==> src/rtl/pio_pkg.sv <==
package pio_pkg;
  // Register word indices
  localparam logic [2:0]  IDX_PORT_DATA   = 3'h0;
  localparam logic [2:0]  IDX_LINE_DIR    = 3'h1;
  localparam logic [2:0]  IDX_IRQ_ENABLE  = 3'h2;
  localparam logic [2:0]  IDX_EDGE_LATCH  = 3'h3;
  localparam logic [2:0]  IDX_OUT_SETTER  = 3'h4;
  localparam logic [2:0]  IDX_OUT_CLEARER = 3'h5;
  // Register geometry
  localparam int          REG_WIDTH       = 32;
  localparam int          ADDR_WIDTH      = 3;
  localparam int          SYNC_STAGES     = 2;
  // Values after reset
  localparam logic [31:0] RST_OUT_LEVEL   = 32'h0000_0000;
  localparam logic [31:0] RST_DIRECTION   = 32'h0000_0000;
  localparam logic [31:0] RST_IRQ_ENABLE  = 32'h0000_0000;
  localparam logic [31:0] RST_EDGE_LATCH  = 32'h0000_0000;
  localparam logic [31:0] RST_READ_DATA   = 32'h0000_0000;
endpackage

==> src/rtl/README_none.sv <==
`timescale 1ns/10ps
interface pin_sense_if #(
  parameter int WIDTH = 2
);
  // Synchronised pin levels and their one-cycle change marks
  logic [WIDTH-1:0] level;
  logic [WIDTH-1:0] edge_hit;

  modport source (output level, output edge_hit);
  modport sink   (input  level, input  edge_hit);
endinterface

==> src/rtl/pio_edge_sync.sv <==
`timescale 1ns/10ps
module pio_edge_sync
  import pio_pkg::*;
#(
  parameter int WIDTH = 2
) (
  input  wire logic             core_clk,
  input  wire logic             arst_n,
  input  wire logic [WIDTH-1:0] pin_in,
  pin_sense_if.source           sense
);
  // ==========================================================
  // Two-stage synchroniser, then edge compare
  logic [WIDTH-1:0] meta_q;
  logic [WIDTH-1:0] level_q;
  logic [WIDTH-1:0] prev_q;

  // First stage is read only by the second
  always_ff @(posedge core_clk or negedge arst_n) begin
    if (!arst_n) begin
      meta_q  <= '0;
      level_q <= '0;
      prev_q  <= '0;
    end else begin
      meta_q  <= pin_in;
      level_q <= meta_q;
      prev_q  <= level_q;
    end
  end

  // Both rising and falling edges count
  assign sense.level    = level_q;
  assign sense.edge_hit = level_q ^ prev_q;

  a_sync_latency: assert property (@(posedge core_clk) disable iff (!arst_n) // RULE_03
    $past(arst_n, 2) |-> (level_q == $past(pin_in, 2)))
    else $error("synchronised level not two cycles behind pin");
endmodule

==> src/rtl/pio_led_port.sv <==
// Function
// RULE_01 - Every register is a 32-bit word
// RULE_02 - Data write sets driven output levels
// RULE_03 - Data read returns current input pin levels
// RULE_04 - Direction bit one means output line
// RULE_05 - Enable bits gate lines onto interrupt
// RULE_06 - Edge latch records edges, readable and writable
// RULE_07 - Setter write raises selected output bits
// RULE_08 - Clearer write lowers selected output bits
// RULE_09 - Lamps are active low for software
// RULE_10 - Latched edges stick; interrupt while enabled
`timescale 1ns/10ps
module pio_led_port
  import pio_pkg::*;
#(
  parameter int WIDTH = 2
) (
  input  wire logic                  core_clk,
  input  wire logic                  arst_n,
  input  wire logic [ADDR_WIDTH-1:0] reg_addr,
  input  wire logic                  reg_wr,
  input  wire logic                  reg_rd,
  input  wire logic [REG_WIDTH-1:0]  reg_wdata,
  output logic      [REG_WIDTH-1:0]  reg_rdata,
  input  wire logic [WIDTH-1:0]      pio_in,
  output logic      [WIDTH-1:0]      pio_out,
  output logic      [WIDTH-1:0]      pio_oe,
  output logic                       irq
);
  // ==========================================================
  // Registers
  logic [WIDTH-1:0]     out_q,  out_d;
  logic [WIDTH-1:0]     dir_q;
  logic [WIDTH-1:0]     ien_q;
  logic [WIDTH-1:0]     edge_q, edge_d;
  logic [REG_WIDTH-1:0] rdata_q, rdata_d;
  logic [WIDTH-1:0]     pin_level;
  logic [WIDTH-1:0]     edge_hit;

  // ==========================================================
  // Pin input synchroniser and edge detect
  pin_sense_if #(.WIDTH(WIDTH)) u_sense ();

  pio_edge_sync #(.WIDTH(WIDTH)) u_sync (
    .core_clk (core_clk),
    .arst_n   (arst_n),
    .pin_in   (pio_in),
    .sense    (u_sense)
  );

  // Pins are asynchronous, so only synchronised levels reach logic
  assign pin_level = u_sense.level;
  assign edge_hit  = u_sense.edge_hit;

  // ==========================================================
  // Address decode
  wire wr_data = reg_wr && (reg_addr == IDX_PORT_DATA);
  wire wr_dir  = reg_wr && (reg_addr == IDX_LINE_DIR);
  wire wr_ien  = reg_wr && (reg_addr == IDX_IRQ_ENABLE);
  wire wr_edge = reg_wr && (reg_addr == IDX_EDGE_LATCH);
  wire wr_set  = reg_wr && (reg_addr == IDX_OUT_SETTER);
  wire wr_clr  = reg_wr && (reg_addr == IDX_OUT_CLEARER);
  // Upper word bits are ignored; narrow ports read zero there
  wire [WIDTH-1:0] wbits = reg_wdata[WIDTH-1:0];
  wire out_wr  = wr_data || wr_set || wr_clr;
  wire rd_dir  = reg_rd && (reg_addr == IDX_LINE_DIR);
  wire rd_ien  = reg_rd && (reg_addr == IDX_IRQ_ENABLE);
  wire rd_edge = reg_rd && (reg_addr == IDX_EDGE_LATCH);
  wire wr_none = reg_wr && (reg_addr > IDX_OUT_CLEARER);

  function automatic logic [REG_WIDTH-1:0] widen(input logic [WIDTH-1:0] v);
    widen = '0;
    widen[WIDTH-1:0] = v;
  endfunction

  // ==========================================================
  // Output level update; only one strobe can hit per cycle
  always_comb begin
    out_d = out_q;
    if (wr_data) begin
      out_d = wbits; // RULE_02
    end else if (wr_set) begin
      out_d = out_q | wbits; // RULE_07
    end else if (wr_clr) begin
      out_d = out_q & ~wbits; // RULE_08
    end
  end

  // Write of ones clears; a new edge in the same cycle wins
  always_comb begin
    edge_d = edge_q;
    if (wr_edge) begin
      edge_d = edge_q & ~wbits; // RULE_06
    end
    edge_d = edge_d | edge_hit; // RULE_10
  end

  // Read mux; unmapped and write-only words read zero
  always_comb begin
    rdata_d = rdata_q;
    if (reg_rd) begin
      if (reg_addr == IDX_PORT_DATA) begin
        rdata_d = widen(pin_level); // RULE_03
      end else if (reg_addr == IDX_LINE_DIR) begin
        rdata_d = widen(dir_q); // RULE_04
      end else if (reg_addr == IDX_IRQ_ENABLE) begin
        rdata_d = widen(ien_q); // RULE_05
      end else if (reg_addr == IDX_EDGE_LATCH) begin
        rdata_d = widen(edge_q); // RULE_06
      end else begin
        rdata_d = RST_READ_DATA; // RULE_01
      end
    end
  end

  always_ff @(posedge core_clk or negedge arst_n) begin
    if (!arst_n) begin
      out_q   <= RST_OUT_LEVEL[WIDTH-1:0];
      dir_q   <= RST_DIRECTION[WIDTH-1:0];
      ien_q   <= RST_IRQ_ENABLE[WIDTH-1:0];
      edge_q  <= RST_EDGE_LATCH[WIDTH-1:0];
      rdata_q <= RST_READ_DATA;
    end else begin
      out_q   <= out_d;
      edge_q  <= edge_d;
      rdata_q <= rdata_d;
      if (wr_dir) begin
        dir_q <= wbits; // RULE_04
      end
      if (wr_ien) begin
        ien_q <= wbits; // RULE_05
      end
    end
  end

  // ==========================================================
  // Outputs; lamps light on a low level, software inverts
  assign pio_out   = out_q; // RULE_09
  assign pio_oe    = dir_q; // RULE_04
  assign irq       = |(edge_q & ien_q); // RULE_10
  assign reg_rdata = rdata_q;

  // ==========================================================
  // Checks
  a_data_write: assert property (@(posedge core_clk) disable iff (!arst_n) // RULE_02
    wr_data |=> (pio_out == $past(wbits)))
    else $error("data write not driven on outputs");

  a_set_strobe: assert property (@(posedge core_clk) disable iff (!arst_n) // RULE_07
    wr_set |=> (pio_out == ($past(out_q) | $past(wbits))))
    else $error("setter write wrong result");

  a_clear_strobe: assert property (@(posedge core_clk) disable iff (!arst_n) // RULE_08
    wr_clr |=> (pio_out == ($past(out_q) & ~$past(wbits))))
    else $error("clearer write wrong result");

  a_dir_enable: assert property (@(posedge core_clk) disable iff (!arst_n) // RULE_04
    wr_dir |=> (pio_oe == $past(wbits)))
    else $error("direction write not on output enables");

  a_read_pins: assert property (@(posedge core_clk) disable iff (!arst_n) // RULE_03
    (reg_rd && reg_addr == IDX_PORT_DATA) |=> (reg_rdata == widen($past(pin_level))))
    else $error("data read does not show pin levels");

  a_edge_sticky: assert property (@(posedge core_clk) disable iff (!arst_n) // RULE_10
    (edge_q != '0 && !wr_edge) |=> ((edge_q & $past(edge_q)) == $past(edge_q)))
    else $error("latched edge lost without a write");

  a_edge_catch: assert property (@(posedge core_clk) disable iff (!arst_n) // RULE_06
    (edge_hit != '0) |=> ((edge_q & $past(edge_hit)) == $past(edge_hit)))
    else $error("edge not latched");

  a_irq_level: assert property (@(posedge core_clk) disable iff (!arst_n) // RULE_05
    (wr_ien && (wbits & edge_d) != '0) |=> irq)
    else $error("enabled latched edge gives no interrupt");

  a_unmapped_zero: assert property (@(posedge core_clk) disable iff (!arst_n) // RULE_01
    (reg_rd && reg_addr > IDX_EDGE_LATCH) |=> (reg_rdata == 32'h0000_0000))
    else $error("write-only or unmapped word read nonzero");

  // Hold checks catch a stray enable on the output, direction and read-data registers
  a_edge_clear: assert property (@(posedge core_clk) disable iff (!arst_n) // RULE_06
    (wr_edge && edge_hit == '0) |=> (edge_q == ($past(edge_q) & ~$past(wbits))))
    else $error("edge latch write-one-to-clear wrong");

  a_ien_write: assert property (@(posedge core_clk) disable iff (!arst_n) // RULE_05
    wr_ien |=> (ien_q == $past(wbits)))
    else $error("enable write not stored");

  a_irq_masked: assert property (@(posedge core_clk) disable iff (!arst_n) // RULE_05
    (wr_ien && wbits == '0) |=> !irq)
    else $error("interrupt with all enables off");

  a_irq_rise: assert property (@(posedge core_clk) disable iff (!arst_n) // RULE_10
    ((edge_hit & ien_q) != '0 && !wr_ien) |=> irq)
    else $error("enabled new edge gives no interrupt");

  a_irq_sticky: assert property (@(posedge core_clk) disable iff (!arst_n) // RULE_10
    (irq && !wr_edge && !wr_ien) |=> irq)
    else $error("interrupt dropped without a write");

  a_out_hold: assert property (@(posedge core_clk) disable iff (!arst_n) // RULE_02
    !out_wr |=> $stable(pio_out))
    else $error("outputs moved without a write");

  a_dir_hold: assert property (@(posedge core_clk) disable iff (!arst_n) // RULE_04
    !wr_dir |=> $stable(pio_oe))
    else $error("direction moved without a write");

  a_rdata_hold: assert property (@(posedge core_clk) disable iff (!arst_n) // RULE_01
    !reg_rd |=> $stable(reg_rdata))
    else $error("read data moved without a read");

  a_read_dir: assert property (@(posedge core_clk) disable iff (!arst_n) // RULE_04
    rd_dir |=> (reg_rdata == widen($past(dir_q))))
    else $error("direction read wrong");

  a_read_ien: assert property (@(posedge core_clk) disable iff (!arst_n) // RULE_05
    rd_ien |=> (reg_rdata == widen($past(ien_q))))
    else $error("enable read wrong");

  a_read_edge: assert property (@(posedge core_clk) disable iff (!arst_n) // RULE_06
    rd_edge |=> (reg_rdata == widen($past(edge_q))))
    else $error("edge latch read wrong");

  a_unmapped_write: assert property (@(posedge core_clk) disable iff (!arst_n) // RULE_01
    wr_none |=> ($stable(pio_out) && $stable(pio_oe) && $stable(ien_q)))
    else $error("write to unmapped word changed state");
endmodule

==> config.mk <==
export PLATFORM = sky130hd
export DESIGN_NAME = pio_led_port
export DESIGN_NICKNAME = d
export VERILOG_FILES = /design/src/rtl/pio_pkg.sv /design/src/rtl/README_none.sv /design/src/rtl/pio_edge_sync.sv /design/src/rtl/pio_led_port.sv
export SDC_FILE = /design/constraint.sdc
export NUM_CORES = 1
export LEC_CHECK = 0
export ABC_AREA = 1
export BUFFER_PORTS_ARGS = -buffer_cell sky130_fd_sc_hd__buf_2
export CORE_ASPECT_RATIO = 1.75
export CORE_MARGIN = 4
export CORE_UTILIZATION = 38
export CTS_CLUSTER_DIAMETER = 200
export CTS_CLUSTER_SIZE = 20
export DETAILED_ROUTE_END_ITERATION = 10
export GPL_ROUTABILITY_DRIVEN = 0
export HOLD_SLACK_MARGIN = 0.1
export PLACE_DENSITY = 0.88
export SYNTH_ARGS = -nofsm -noshare
export SYNTH_HDL_FRONTEND = slang
export SYNTH_SLANG_ARGS = --single-unit
==> constraint.sdc <==
create_clock -name core_clk -period 1 [get_ports core_clk]
set_input_delay 0.1 -clock core_clk [delete_from_list [all_inputs] [get_ports core_clk]]
set_output_delay 0.1 -clock core_clk [all_outputs]
set_load 0.02 [all_outputs]
==> impl_metrics.csv <==
group,metric,value,unit
power,leakagePower,0.566,nW
timing,fin_crit_sh,110,%
worst_setup_path,critPathRequiredTime,900,ps
grt,first_global_vias,602,
yosys,synth_area,945,µm²
route,wirelength,1650,µm
cts,numCtsBuffers,3,
yosys,synth_seq_cells,16,
grt,grt_use_total,10.7,%
worst_setup_path,worstSetupPathType,"register to output pin",
worst_setup_path,path_delay_family,"flip-flops",
die,initial_core_util,40.5,%
cells_and_area,fin_nets,177,
route,via_per_inst,4.33,
timing,fin_skew,4.29,ps
route,wl_per_cell,10.3,µm
cts,clk_latency,250,ps
place,post-dp-hpwl,1240,µm
grt,grt_max_degree,17,
run,maxCapViolations,0,
die,die_w,45.7,µm
cts,cts_tree,"built",
timing,fmax,909,MHz
worst_setup_path,cpPeakStageDelay,400,ps
yosys,synth_top_area_share,42.4,%
timing,min_period,1100,ps
route,drtIter0Drc,16,
route,route.vias.total,692,
hold_path,holdCritPathClass,"input pin to register",
cells_and_area,mostFrequentLayoutCells,"30 x conb_1, 20 x nand2_1, 16 x dfrtp_1, 16 x buf_2",
worst_setup_path,crit_chain,"a22o_1 -> buf_6",
die,num_rows,23,
power,p_per_area,1650,nW/µm²
yosys,synth_seq_area_share,42.4,%
timing,rsz0062_at_grt,"true",
yosys,synth_top_area_cell,"dfrtp_1",
yosys,synth_area_leaders,"dfrtp_1 42%, buf_4 24%, nand2_1 7.9%",
route,drc_errors,0,
cells_and_area,syn_to_final_growth,15.0,%
yosys,synthFlopType,"dfrtp_1",
worst_setup_path,arrival,1000,ps
cts,ctsHtreeMaxLevel,1,
power,power,0.00179,W
cts,clockBufferDepth,2,
timing,slew_viol_final,0,
die,die-area,3380,µm²
cts,clock_sinks,16,
route,detail-route-antenna-nets,0,
cells_and_area,layout_commonest_cell,"conb_1",
timing,timing_hold_violations_final,0,
cells_and_area,antenna_cells,0,
worst_setup_path,critPathMaxFanout,2,
timing,setup_viol,1,
yosys,yosys_warnings,0,
grt,grt_first_pass_wirelength,2580,µm
die,ios,78,
route,dr.pass1.iters,5,
yosys,synth_cell_types,19,
cts,clk_pin_slew,60,ps
yosys,syn_inst,106,
timing,fin_ws,-100,ps
worst_setup_path,critPathLaunchType,"register",
yosys,synth-edff-count,0,
place,pre_cts_ws,47.9,ps
worst_setup_path,worst_path_max_delay_cell,"dfrtp_1",
cells_and_area,regArea,400,µm²
cells_and_area,fillers,235,
yosys,syn_avg_cell_area,8.91,µm²
grt,antenna_found_initial,0,
cells_and_area,final_layout_size_suffix_gt1_share,26.7,%
worst_setup_path,timing.critical_path.buf_inv,1,
outcome,status,"finished with violations",
die,fp.dieH,74.0,µm
grt,overflow,0,
die,core,2330,µm²
worst_setup_path,endpoint_kind,"output pin",
outcome,violations,"setup timing",
yosys,async_flop_share,100,%
cells_and_area,multiInputGateArea,389,µm²
cts,clock_tree.root_cell,"clkbuf_8",
place,port-buffer-count,17,
power,peakVddDrop,0.937,mV
## worst reg2reg max path, stage by stage, from the launching register on
cell and delay (ps):
dfrtp_1 400, buf_6 120, nand4_1 80, nand3_1 90, nor2_1 110, nor2_1 50
## path summary, 6_finish.rpt
path	startpoint	to	slack [ps]	depth (start not counted)
max	ien_q[0]	irq	-100	2
max reg2reg	ien_q[0]	reg_rdata[0]	50	5
min	reg_rd	reg_rdata[0]	110	3
max in group asynchronous	arst_n	reg_rdata[1]	460	2
min reg2reg	u_sync.meta_q[0]	u_sync.sense.level[0]	350	0
min in group asynchronous	arst_n	edge_q[0]	280	2
## metal layers
metal	GRT usage, %	up-vias	part of all wire [%]
li1	-	341	-
met4	6.65	0	2.4
met1	13.7	299	38
met5	0	-	0
met2	16.0	49	46
met3	2.42	3	13
## where the power goes
| part | internal (W) | leakage (nW) | total, W | switching [W] |
|---|---|---|---|---|
| clock | 0.000349 | 0.0288 | 0.000567 | 0.000218 |
| combinational | 0.000164 | 0.350 | 0.000462 | 0.000298 |
| sequential | 0.000716 | 0.187 | 0.000761 | 0.0000442 |
## timing repair
item / 4_1_cts / 5_1_grt
resized for setup: 2 / 1
buffers inserted: 3 / 2
pin swaps: 1 / 3
setup endpoints to repair: 1 / 2
hold buffers: 5 / 0
hold endpoints to repair: 20 / 0
## cell usage after synthesis, types with 2 or more instances
| cell | instances |
|---|---|
| buf_4 | 30 |
| dfrtp_1 | 16 |
| inv_1 | 3 |
| inv_2 | 2 |
| nand2_1 | 20 |
| nand2_2 | 2 |
| nand3_1 | 2 |
| nand3_2 | 2 |
| nand4_1 | 7 |
| nor2_1 | 7 |
| nor2_4 | 2 |
| o21ai_0 | 2 |
| o21ai_1 | 4 |
| xnor2_1 | 2 |
## cell type report
| class | count | area share (%) |
|---|---|---|
| flip-flops and latches | 16 | 36.9 |
| multi-input cells | 82 | 35.8 |
| repair buffers | 27 | 16.8 |
| clock buffers | 4 | 5.07 |
| well taps | 25 | 2.88 |
| inverters | 6 | 2.53 |
## through the flow
step | TNS (ps) | utilization, % | std cells | hold WS [ps] | cell area [µm²]
final | -100 | 46.6 | 160 | 115 | 1090
after floorplan | 0 | - | 135 | -196 | 1050
after global routing | -208 | 46.6 | 160 | 158 | 1090
after global placement | 0 | 40.4 | 147 | 21.9 | 941
after detailed placement | 0 | 40.4 | 147 | 28.3 | 941
after CTS | -159 | 46.1 | 159 | 128 | 1070
## cells by family (layout without fill, tap and decap cells)
| group | Yosys count | in the layout | synth area share (%) |
|---|---|---|---|
| and+or+nand+nor | 43 | 43 | 23.3 |
| buffers and inverters | 37 | 37 | 27.9 |
| DFF | 16 | 16 | 42.4 |
| AOI/OAI and AO/OA | 7 | 7 | 4.11 |
| xor gates and xnor gates | 2 | 2 | 1.85 |
| other | 1 | 30 | 0.397 |
Power figures use the tool's default switching activity.
